===== src/include/clk_gen_defs.svh =====
`ifndef CLK_GEN_DEFS_SVH
`define CLK_GEN_DEFS_SVH

// Register byte offsets.
`define OFS_OSC_CTRL    8'h00
`define OFS_FREQ_MEAS   8'h04
`define OFS_PLL_CFG     8'h08
`define OFS_PWR_STATUS  8'h0C
`define OFS_IRQ_STAT    8'h10
`define OFS_IRQ_MASK    8'h14

// Field positions.
`define OSC_EN_BIT      0
`define OSC_BYP_BIT     1
`define OSC_CNT_LSB     8
`define FREQ_DONE_BIT   16
`define PLL_DIV_LSB     0
`define PLL_SETTLE_LSB  8
`define PLL_GAIN_LSB    16
`define EVT_STABLE_BIT  0
`define EVT_LOCK_BIT    1
`define EVT_FREQ_BIT    2

// Reset values and counts.
`define RST_ZERO_WORD   32'h0000_0000
`define OSC_PRESCALE_MAX 3'h7
`define FREQ_LAST_FALL  5'h0F
`define AXI_RESP_OKAY   2'h0
`define AXI_RESP_SLVERR 2'h2

`endif


===== src/include/clk_gen_pkg.sv =====
package clk_gen_pkg;

    // Frequency measurement sequence.
    typedef enum logic [1:0] {
        FQ_IDLE,
        FQ_ARM,
        FQ_COUNT,
        FQ_DONE
    } freq_st_e;

    typedef logic [7:0]  osc_count_t;
    typedef logic [7:0]  pll_div_t;
    typedef logic [10:0] pll_gain_t;
    typedef logic [5:0]  pll_settle_t;
    typedef logic [15:0] freq_count_t;
    typedef logic [2:0]  irq_vec_t;

endpackage : clk_gen_pkg


===== src/design/clk_in_sync.sv =====
`timescale 1ns/1ps
module clk_in_sync #(
    parameter int W = 2
) (
    // Clock and reset.
    input  wire logic         aclk,
    input  wire logic         aresetn,
    // Foreign-domain levels.
    input  wire logic [W-1:0] async_in,
    // Synchronised edges.
    output logic      [W-1:0] rise,
    output logic      [W-1:0] fall
);

    logic [W-1:0] meta_ff;
    logic [W-1:0] sync_ff;
    logic [W-1:0] last_ff;

    // Two flops before any logic; the edge detector compares the second with a third, delayed copy of it.
    always_ff @(posedge aclk) begin
        if (!aresetn) begin
            meta_ff <= '0;
            sync_ff <= '0;
            last_ff <= '0;
        end else begin
            meta_ff <= async_in;
            sync_ff <= meta_ff;
            last_ff <= sync_ff;
        end
    end

    // Edge pulses, one aclk cycle each.
    assign rise = sync_ff & ~last_ff;
    assign fall = ~sync_ff & last_ff;

endmodule : clk_in_sync


===== src/design/main_osc_pll_clock_gen.sv =====
`timescale 1ns/1ps
`include "clk_gen_defs.svh"
module main_osc_pll_clock_gen #(
    parameter int ADDR_W = 8
) (
    // Clock and reset.
    input  wire logic              aclk,
    input  wire logic              aresetn,
    // AXI4-Lite write address.
    input  wire logic [ADDR_W-1:0] awaddr,
    input  wire logic              awvalid,
    output logic                   awready,
    // AXI4-Lite write data.
    input  wire logic [31:0]       wdata,
    input  wire logic [3:0]        wstrb,
    input  wire logic              wvalid,
    output logic                   wready,
    // AXI4-Lite write response.
    output logic [1:0]             bresp,
    output logic                   bvalid,
    input  wire logic              bready,
    // AXI4-Lite read address.
    input  wire logic [ADDR_W-1:0] araddr,
    input  wire logic              arvalid,
    output logic                   arready,
    // AXI4-Lite read data.
    output logic [31:0]            rdata,
    output logic [1:0]             rresp,
    output logic                   rvalid,
    input  wire logic              rready,
    // Clocks sampled from outside.
    input  wire logic              slow_clk,
    input  wire logic              main_osc_clk,
    // Oscillator and PLL controls.
    output logic                   main_osc_enable_pin,
    output logic                   osc_bypass_pin,
    output logic [7:0]             pll_prescale_out,
    output logic [10:0]            pll_gain_out,
    output logic                   pll_clk_enable,
    output logic                   main_clk_select,
    // Interrupt.
    output logic                   irq
);

    ////////////////////////////////////////////////////////////////////////////////
    // Input synchronisation

    logic [1:0] clk_rise;
    logic [1:0] clk_fall;

    // Both foreign clocks are resynchronised before the counters see them.
    clk_in_sync #(
        .W (2)
    ) u_sync (
        .aclk     (aclk),
        .aresetn  (aresetn),
        .async_in ({main_osc_clk, slow_clk}),
        .rise     (clk_rise),
        .fall     (clk_fall)
    );

    wire slow_rise = clk_rise[0];
    wire slow_fall = clk_fall[0];
    wire main_rise = clk_rise[1];

    ////////////////////////////////////////////////////////////////////////////////
    // Register state

    logic                       awready_ff, wready_ff, bvalid_ff, arready_ff, rvalid_ff;
    logic                       aw_hold_ff, w_hold_ff;
    logic [ADDR_W-1:0]          aw_addr_ff;
    logic [31:0]                w_data_ff;
    logic [3:0]                 w_strb_ff;
    logic [1:0]                 bresp_ff, rresp_ff;
    logic [31:0]                rdata_ff;
    logic                       osc_en_ff, osc_byp_ff, osc_run_ff, stable_ff;
    clk_gen_pkg::osc_count_t    osc_cnt_ff, osc_load_ff;
    logic [2:0]                 osc_pre_ff;
    clk_gen_pkg::freq_st_e      freq_st_ff, nxt_freq_st;
    clk_gen_pkg::freq_count_t   freq_cnt_ff;
    logic [4:0]                 fall_cnt_ff;
    clk_gen_pkg::pll_div_t      div_ff;
    clk_gen_pkg::pll_gain_t     gain_ff;
    clk_gen_pkg::pll_settle_t   settle_ff, pll_cnt_ff;
    logic                       pll_busy_ff, lock_ff;
    clk_gen_pkg::irq_vec_t      irq_stat_ff, irq_mask_ff, prev_flag_ff;
    logic                       irq_ff, pll_en_ff;

    ////////////////////////////////////////////////////////////////////////////////
    // Decode and merge

    // A write completes once both halves are held; order of arrival is free.
    wire        wr_fire  = aw_hold_ff & w_hold_ff & ~bvalid_ff;
    wire [7:0]  wr_addr  = aw_addr_ff[7:0];
    wire [7:0]  rd_addr  = araddr[7:0];
    wire [31:0] wmask    = {{8{w_strb_ff[3]}}, {8{w_strb_ff[2]}},
                            {8{w_strb_ff[1]}}, {8{w_strb_ff[0]}}};
    wire        wr_mor   = wr_fire & (wr_addr == `OFS_OSC_CTRL);
    wire        wr_pll   = wr_fire & (wr_addr == `OFS_PLL_CFG);
    wire        wr_istat = wr_fire & (wr_addr == `OFS_IRQ_STAT);
    wire        wr_imask = wr_fire & (wr_addr == `OFS_IRQ_MASK);
    wire        wr_ok    = wr_mor | wr_pll | wr_istat | wr_imask |
                           (wr_addr == `OFS_FREQ_MEAS) | (wr_addr == `OFS_PWR_STATUS);

    // Current register images, used for reads; the control and PLL images also for byte merging.
    wire [31:0] mor_img  = {16'h0000, osc_load_ff, 6'h00, osc_byp_ff, osc_en_ff};
    wire [31:0] mcf_img  = {15'h0000, freq_st_ff == clk_gen_pkg::FQ_DONE, freq_cnt_ff};
    wire [31:0] pll_img  = {5'h00, gain_ff, 2'h0, settle_ff, div_ff};
    wire [31:0] sr_img   = {29'h0, freq_st_ff == clk_gen_pkg::FQ_DONE, lock_ff, stable_ff};
    wire [31:0] mor_new  = (mor_img & ~wmask) | (w_data_ff & wmask);
    wire [31:0] pll_new  = (pll_img & ~wmask) | (w_data_ff & wmask);
    wire [2:0]  w1c_bits = w_data_ff[2:0] & wmask[2:0];

    wire                     new_en     = mor_new[`OSC_EN_BIT];
    wire                     new_byp    = mor_new[`OSC_BYP_BIT];
    wire [7:0]               new_ocnt   = mor_new[`OSC_CNT_LSB +: 8];
    wire [7:0]               new_div    = pll_new[`PLL_DIV_LSB +: 8];
    wire [5:0]               new_settle = pll_new[`PLL_SETTLE_LSB +: 6];
    wire [10:0]              new_gain   = pll_new[`PLL_GAIN_LSB +: 11];
    wire                     pll_change = wr_pll & (pll_new != pll_img);

    // Read selection; unmapped addresses read zero with a slave error.
    wire        rd_ok    = (rd_addr == `OFS_OSC_CTRL)   | (rd_addr == `OFS_FREQ_MEAS) |
                           (rd_addr == `OFS_PLL_CFG)    | (rd_addr == `OFS_PWR_STATUS) |
                           (rd_addr == `OFS_IRQ_STAT)   | (rd_addr == `OFS_IRQ_MASK);
    wire [31:0] rd_mux   = (rd_addr == `OFS_OSC_CTRL)   ? mor_img :
                           (rd_addr == `OFS_FREQ_MEAS)  ? mcf_img :
                           (rd_addr == `OFS_PLL_CFG)    ? pll_img :
                           (rd_addr == `OFS_PWR_STATUS) ? sr_img  :
                           (rd_addr == `OFS_IRQ_STAT)   ? {29'h0, irq_stat_ff} :
                           (rd_addr == `OFS_IRQ_MASK)   ? {29'h0, irq_mask_ff} :
                           `RST_ZERO_WORD;

    ////////////////////////////////////////////////////////////////////////////////
    // AXI4-Lite write channel

    // Each half is taken once and held; readies return after the response.
    always_ff @(posedge aclk) begin
        if (!aresetn) begin
            awready_ff <= 1'b1;
            wready_ff  <= 1'b1;
            aw_hold_ff <= 1'b0;
            w_hold_ff  <= 1'b0;
            aw_addr_ff <= '0;
            w_data_ff  <= `RST_ZERO_WORD;
            w_strb_ff  <= 4'h0;
            bvalid_ff  <= 1'b0;
            bresp_ff   <= `AXI_RESP_OKAY;
        end else begin
            if (awvalid & awready_ff) begin
                aw_addr_ff <= awaddr;
                aw_hold_ff <= 1'b1;
                awready_ff <= 1'b0;
            end
            if (wvalid & wready_ff) begin
                w_data_ff <= wdata;
                w_strb_ff <= wstrb;
                w_hold_ff <= 1'b1;
                wready_ff <= 1'b0;
            end
            if (wr_fire) begin
                aw_hold_ff <= 1'b0;
                w_hold_ff  <= 1'b0;
                bvalid_ff  <= 1'b1;
                bresp_ff   <= wr_ok ? `AXI_RESP_OKAY : `AXI_RESP_SLVERR;
            end
            if (bvalid_ff & bready) begin
                bvalid_ff  <= 1'b0;
                awready_ff <= 1'b1;
                wready_ff  <= 1'b1;
            end
        end
    end

    ////////////////////////////////////////////////////////////////////////////////
    // AXI4-Lite read channel

    // Data is captured on the address handshake and shown one cycle later.
    always_ff @(posedge aclk) begin
        if (!aresetn) begin
            arready_ff <= 1'b1;
            rvalid_ff  <= 1'b0;
            rdata_ff   <= `RST_ZERO_WORD;
            rresp_ff   <= `AXI_RESP_OKAY;
        end else if (arvalid & arready_ff) begin
            arready_ff <= 1'b0;
            rvalid_ff  <= 1'b1;
            rdata_ff   <= rd_mux;
            rresp_ff   <= rd_ok ? `AXI_RESP_OKAY : `AXI_RESP_SLVERR;
        end else if (rvalid_ff & rready) begin
            rvalid_ff  <= 1'b0;
            arready_ff <= 1'b1;
        end
    end

    ////////////////////////////////////////////////////////////////////////////////
    // Main oscillator start-up

    // Counts down once per eight slow_clk periods; bypass alone starts no count and never sets stable.
    always_ff @(posedge aclk) begin
        if (!aresetn) begin
            osc_en_ff   <= 1'b0;
            osc_byp_ff  <= 1'b0;
            osc_load_ff <= 8'h00;
            osc_run_ff  <= 1'b0;
            osc_cnt_ff  <= 8'h00;
            osc_pre_ff  <= 3'h0;
            stable_ff   <= 1'b0;
        end else if (wr_mor) begin
            osc_en_ff   <= new_en;
            osc_byp_ff  <= new_byp;
            osc_load_ff <= new_ocnt;
            stable_ff   <= 1'b0;
            osc_run_ff  <= new_en;
            osc_cnt_ff  <= new_ocnt;
            osc_pre_ff  <= 3'h0;
        end else if (osc_run_ff) begin
            if (osc_cnt_ff == 8'h00) begin
                stable_ff  <= 1'b1;
                osc_run_ff <= 1'b0;
            end else if (slow_rise) begin
                osc_pre_ff <= osc_pre_ff + 3'h1;
                if (osc_pre_ff == `OSC_PRESCALE_MAX) begin
                    osc_cnt_ff <= osc_cnt_ff - 8'h01;
                end
            end
        end
    end

    ////////////////////////////////////////////////////////////////////////////////
    // Main clock frequency measurement

    // One measurement per stable period; losing stability starts it over.
    always_comb begin
        nxt_freq_st = freq_st_ff;
        case (freq_st_ff)
            clk_gen_pkg::FQ_IDLE:  if (stable_ff) nxt_freq_st = clk_gen_pkg::FQ_ARM;
            clk_gen_pkg::FQ_ARM:   if (slow_rise) nxt_freq_st = clk_gen_pkg::FQ_COUNT;
            clk_gen_pkg::FQ_COUNT: begin
                if (slow_fall && fall_cnt_ff == `FREQ_LAST_FALL) begin
                    nxt_freq_st = clk_gen_pkg::FQ_DONE;
                end
            end
            clk_gen_pkg::FQ_DONE:  nxt_freq_st = clk_gen_pkg::FQ_DONE;
            default:               nxt_freq_st = clk_gen_pkg::FQ_IDLE;
        endcase
        if (!stable_ff) begin
            nxt_freq_st = clk_gen_pkg::FQ_IDLE;
        end
    end

    // The count is kept after the stop so software can read it at leisure.
    always_ff @(posedge aclk) begin
        if (!aresetn) begin
            freq_st_ff  <= clk_gen_pkg::FQ_IDLE;
            freq_cnt_ff <= 16'h0000;
            fall_cnt_ff <= 5'h00;
        end else begin
            freq_st_ff <= nxt_freq_st;
            if (freq_st_ff == clk_gen_pkg::FQ_ARM) begin
                freq_cnt_ff <= 16'h0000;
                fall_cnt_ff <= 5'h00;
            end else if (freq_st_ff == clk_gen_pkg::FQ_COUNT) begin
                if (main_rise) begin
                    freq_cnt_ff <= freq_cnt_ff + 16'h0001;
                end
                if (slow_fall) begin
                    fall_cnt_ff <= fall_cnt_ff + 5'h01;
                end
            end
        end
    end

    ////////////////////////////////////////////////////////////////////////////////
    // PLL divider, multiplier and settle counter

    // Any real change restarts settling; rewriting identical values does not.
    always_ff @(posedge aclk) begin
        if (!aresetn) begin
            div_ff      <= 8'h00;
            gain_ff     <= 11'h000;
            settle_ff   <= 6'h00;
            pll_cnt_ff  <= 6'h00;
            pll_busy_ff <= 1'b0;
            lock_ff     <= 1'b0;
            pll_en_ff   <= 1'b0;
        end else begin
            pll_en_ff <= (div_ff != 8'h00) & (gain_ff != 11'h000);
            if (pll_change) begin
                div_ff      <= new_div;
                gain_ff     <= new_gain;
                settle_ff   <= new_settle;
                lock_ff     <= 1'b0;
                pll_cnt_ff  <= new_settle;
                pll_busy_ff <= 1'b1;
            end else if (pll_busy_ff) begin
                if (pll_cnt_ff == 6'h00) begin
                    lock_ff     <= (gain_ff != 11'h000) & (div_ff != 8'h00);
                    pll_busy_ff <= 1'b0;
                end else if (slow_rise) begin
                    pll_cnt_ff <= pll_cnt_ff - 6'h01;
                end
            end
        end
    end

    ////////////////////////////////////////////////////////////////////////////////
    // Interrupts

    // Rising flags are events; a set in the clearing cycle wins over the clear.
    wire [2:0] cur_flag = {freq_st_ff == clk_gen_pkg::FQ_DONE, lock_ff, stable_ff};
    wire [2:0] evt      = cur_flag & ~prev_flag_ff;
    wire [2:0] nxt_stat = (irq_stat_ff & ~(wr_istat ? w1c_bits : 3'h0)) | evt;

    always_ff @(posedge aclk) begin
        if (!aresetn) begin
            prev_flag_ff <= 3'h0;
            irq_stat_ff  <= 3'h0;
            irq_mask_ff  <= 3'h0;
            irq_ff       <= 1'b0;
        end else begin
            prev_flag_ff <= cur_flag;
            irq_stat_ff  <= nxt_stat;
            if (wr_imask) begin
                irq_mask_ff <= (irq_mask_ff & ~wmask[2:0]) | (w_data_ff[2:0] & wmask[2:0]);
            end
            irq_ff <= |(nxt_stat & irq_mask_ff);
        end
    end

    ////////////////////////////////////////////////////////////////////////////////
    // Outputs

    assign awready             = awready_ff;
    assign wready              = wready_ff;
    assign bvalid              = bvalid_ff;
    assign bresp               = bresp_ff;
    assign arready             = arready_ff;
    assign rvalid              = rvalid_ff;
    assign rdata               = rdata_ff;
    assign rresp               = rresp_ff;
    assign main_osc_enable_pin = osc_en_ff;
    assign osc_bypass_pin      = osc_byp_ff;
    assign pll_prescale_out    = div_ff;
    assign pll_gain_out        = gain_ff;
    assign pll_clk_enable      = pll_en_ff;
    assign main_clk_select     = stable_ff;
    assign irq                 = irq_ff;

endmodule : main_osc_pll_clock_gen


===== config.mk =====
export PLATFORM = sky130hd
export DESIGN_NAME = main_osc_pll_clock_gen
export DESIGN_NICKNAME = d
export VERILOG_FILES = /design/src/include/clk_gen_pkg.sv /design/src/design/clk_in_sync.sv /design/src/design/main_osc_pll_clock_gen.sv
export VERILOG_INCLUDE_DIRS = /design/src /design/src/include
export SDC_FILE = /design/constraint.sdc
export NUM_CORES = 1
export LEC_CHECK = 0
export ABC_AREA = 0
export BUFFER_PORTS_ARGS = -buffer_cell sky130_fd_sc_hd__clkbuf_2
export CORE_UTILIZATION = 51
export CTS_CLUSTER_SIZE = 24
export DETAILED_ROUTE_END_ITERATION = 12
export GPL_TIMING_DRIVEN = 0
export HOLD_SLACK_MARGIN = 0.1
export PLACE_DENSITY = 0.78
export SYNTH_ARGS = -nofsm -noshare
export SYNTH_HDL_FRONTEND = slang
export SYNTH_HIERARCHICAL = 1
export SYNTH_SLANG_ARGS = --single-unit

===== constraint.sdc =====
create_clock -name aclk -period 2 [get_ports aclk]
set_input_delay 0.1 -clock aclk [delete_from_list [all_inputs] [get_ports aclk]]
set_output_delay 0.1 -clock aclk [all_outputs]
set_load 0.02 [all_outputs]

==> summary.md <==
| Metric | Value |
|---|---|
| Final hold vios | `0` |
| Number of sinks driven by the clock tree | `176` |
| Worst min-delay path class | `in -> reg` |
| Number of instances in the synthesized netlist | `929` |
| Clock transition at the register clock pins on the worst setup and hold paths after CTS | `0.06 ns` |
| Biggest cell delay along the critical path | `0.56 ns` |
| Number of placed instances, taps included | `1,234` |
| Number of buffers on the longest clock path | `2` |
| Crit end category | `flop` |
| Unrepaired setup endpoints after global routing | `yes` |
| Critical Path Slowest Stage Cell | `or4_4` |
| DRC violation total after the first TritonRoute iteration | `690` |
| Area of the die | `15,900 µm²` |
| Routed len/inst | `17.3 µm` |
| Post-synthesis average cell area | `8.44 µm²` |
| Synth warnings | `6` |
| Post-synthesis instance area | `7840 µm²` |
| Effective utilization at floorplan | `53.1%` |
| Worst-margin pin slew | `0.863 ns` |
| Inserted Clock Buffers | `17` |
| Vias per cell | `5.61` |
| CP max FO | `6` |
| Number of antenna violations at the first check in global routing | `0` |
| Final Worst Setup Slack | `-0.187 ns` |
| Placer's final routability congestion estimate | `0.934` |
| Wirelength, routed | `23.0 mm` |
| Total Routing Usage GR | `29.5%` |
| Floorplan row count | `44` |
| Core Region | `14,800 µm²` |
| Pin count of the biggest net entering global routing | `17` |
| Worst slew slack as a fraction of its limit | `42.4%` |
| Post-layout power | `7.73 mW` |
| Tmin final | `2.19 ns` |
| Post-route core utilization | `69.3%` |
| Vias after detailed routing | `7,470` |
| Worst slack at placement | `-0.591 ns` |
| Width of the chip | `126 µm` |
| Power per cell area | `755 nW/µm²` |
| Min-Delay Path Depth | `3` |
| Length in cells of the worst reg-to-reg path | `7` |
| VDD IR-drop max | `639 µV` |
| Worst r2r src | `aw_addr_ff[1]` |
| Global-route wire length before repair | `36.6 mm` |
| Setup skew after layout | `0.0101 ns` |
| Final-report max-slew violation count | `0` |
| H-tree levels | `4` |
| Final worst-path cycle share | `109%` |
| Worst reg-to-reg setup slack | `-0.19 ns` |
| Violations in the final reports | `setup timing` |
| Area growth syn-to-layout | `30.6%` |
| Sort of element at the start of the critical path | `flop` |
| Critical hold path startpoint | `arvalid` |
| CTS root buffer | `clkbuf_16` |
| Placed inst area | `8680 µm²` |
| Number of nets in the layout | `1,206` |
| Port Buffer Count | `115` |
| Number of optimization iterations in the first detailed-route pass | `5` |
| Chain of cells forming the critical path | `or4_4 > nor4_4 > buf_4 > nor3b_4 > and2_4 > mux2i_1 > nor2_1` |
| Number of global-route vias before repair | `7,456` |
| Top achievable clock speed | `0.457 GHz` |
| Remaining number of nets flagged by the antenna check after routing | `0` |
| Final HPWL from detailed placement | `15.1 mm` |
| Result of the run | `finished with violations` |
| Dominant delay contributor by cell family on the critical path | `simple AND/OR/NAND/NOR gates` |
| TritonCTS clock tree | `built` |
| Number of max-cap violations | `0` |
| GRT Residual Overflow | `0` |
| Static Leak | `4.13 nW` |
| Crit path buffers/inverters | `1` |
| Number of top-level pins | `126` |
| Skew-Pair Late Insertion Delay | `0.43 ns` |
| End of the worst register-to-register path | `osc_load_ff[7]` |
| Final setup violating endpoints | `55` |
| Diode insertion count for antenna repair | `0` |
| Final instance area | `10,200 µm²` |
| Layout cell share with drive strength beyond 1 | `19.8%` |
| Remaining design rule violation count | `0` |
| Overall die height | `126 µm` |
| Data arrival at the endpoint of the critical path | `2.48 ns` |
| Required @ worst endpoint | `2.29 ns` |
| Destination of the worst hold path | `rresp[1]` |
| Non-filler cells, final | `1,332` |
| Type of the worst setup path | `reg -> reg` |
[sequential cells by signal (all words and copies together) (netlist names), 3 cells and up, named ones only]
name,cells
freq_cnt_ff,16
aw_addr_ff,8
osc_load_ff,8
w_strb_ff,4
fall_cnt_ff,5
rdata,27
irq_stat_ff,3
w_data_ff,32
osc_cnt_ff,8
pll_cnt_ff,6
settle_ff,6
prev_flag_ff,3
osc_pre_ff,3
pll_prescale_out,8
pll_gain_out,11
[worst register-to-register path: cells and delay by family (launching register included)]
kind	cells	cell delay [ns]
DFF	1	0.31
muxes	1	0.23
buffers and inverters	1	0.17
and+or+nand+nor	5	1.34
[final cells by class]
cell class / instances / area [µm²]
fill: 1127 / 4520
multi-input combinational: 672 / 4180
sequential: 176 / 3530
timing repair buffer: 186 / 1330
clock buffer: 26 / 499
buffer: 56 / 284
tap: 184 / 230
inverter: 27 / 101
clock inverter: 5 / 77.6
[worst max path at each step]
stage / endpoint / depth (start not counted) / slack [ns] / startpoint
2_1_floorplan: osc_load_ff[3] / 7 / -0.09 / aw_addr_ff[1]
3_3_place_gp: flop / 7 / -0.55 / w_strb_ff[0]
3_5_place_dp: flop / 7 / -0.59 / w_strb_ff[0]
4_1_cts: osc_load_ff[7] / 8 / -0.33 / aw_addr_ff[7]
5_1_grt: osc_load_ff[7] / 7 / -0.25 / aw_addr_ff[1]
6_report: osc_load_ff[7] / 7 / -0.19 / aw_addr_ff[1]
[per-layer routing]
layer	vias up	part of all wire, %	GRT usage [%]
met4	0	3.0	12.8
met1	3509	41	35.5
met2	320	49	50.8
met3	63	6.6	6.16
met5	-	0	0
li1	3578	-	-
[cell usage in the layout (no fill, tap or decap), types with 6 or more instances in the layout]
| cell | instances |
|---|---|
| nand4_1 | 7 |
| nor4_1 | 8 |
| mux2i_1 | 51 |
| nand3_1 | 21 |
| nand2_1 | 167 |
| dfxtp_1 | 171 |
| a211oi_1 | 8 |
| a21oi_1 | 84 |
| clkbuf_1 | 40 |
| buf_1 | 7 |
| and2_1 | 11 |
| a22oi_1 | 11 |
| nor2_1 | 100 |
| xor2_1 | 22 |
| and3_1 | 6 |
| clkbuf_2 | 115 |
| ha_1 | 9 |
| o21ai_0 | 16 |
| buf_4 | 17 |
| dlygate4sd3_1 | 54 |
| inv_1 | 27 |
| nor3_1 | 13 |
| nor2b_1 | 7 |
| xnor2_1 | 25 |
| conb_1 | 7 |
| clkbuf_16 | 17 |
[where the power goes]
group / total (mW) / switching, mW / internal [mW] / leakage [nW]
clock: 3.31 / 1.34 / 1.96 / 0.280
sequential: 3.68 / 0.0904 / 3.59 / 1.43
combinational: 0.742 / 0.428 / 0.313 / 2.42
total: 7.73 / 1.86 / 5.86 / 4.13
[what timing repair did]
action                                  4_1_cts  5_1_grt
setup buffers                                12        4
endpoints found under the setup margin       65       63
gates cloned                                  1        0
gates resized for setup                      33       25
pin swaps                                     9        8
hold endpoints to repair                     56        0
hold buffers                                 54        0
[stage by stage]
stage	TNS (ns)	hold WS [ns]
finish	-5.12	0.138
detailed placement	-23.84	0.311
global route	-9.41	0.168
floorplan	-0.926	0.200
CTS	-11.12	0.126
global placement	-18.55	0.310
Note: power is estimated with default switching activity, not from simulation.
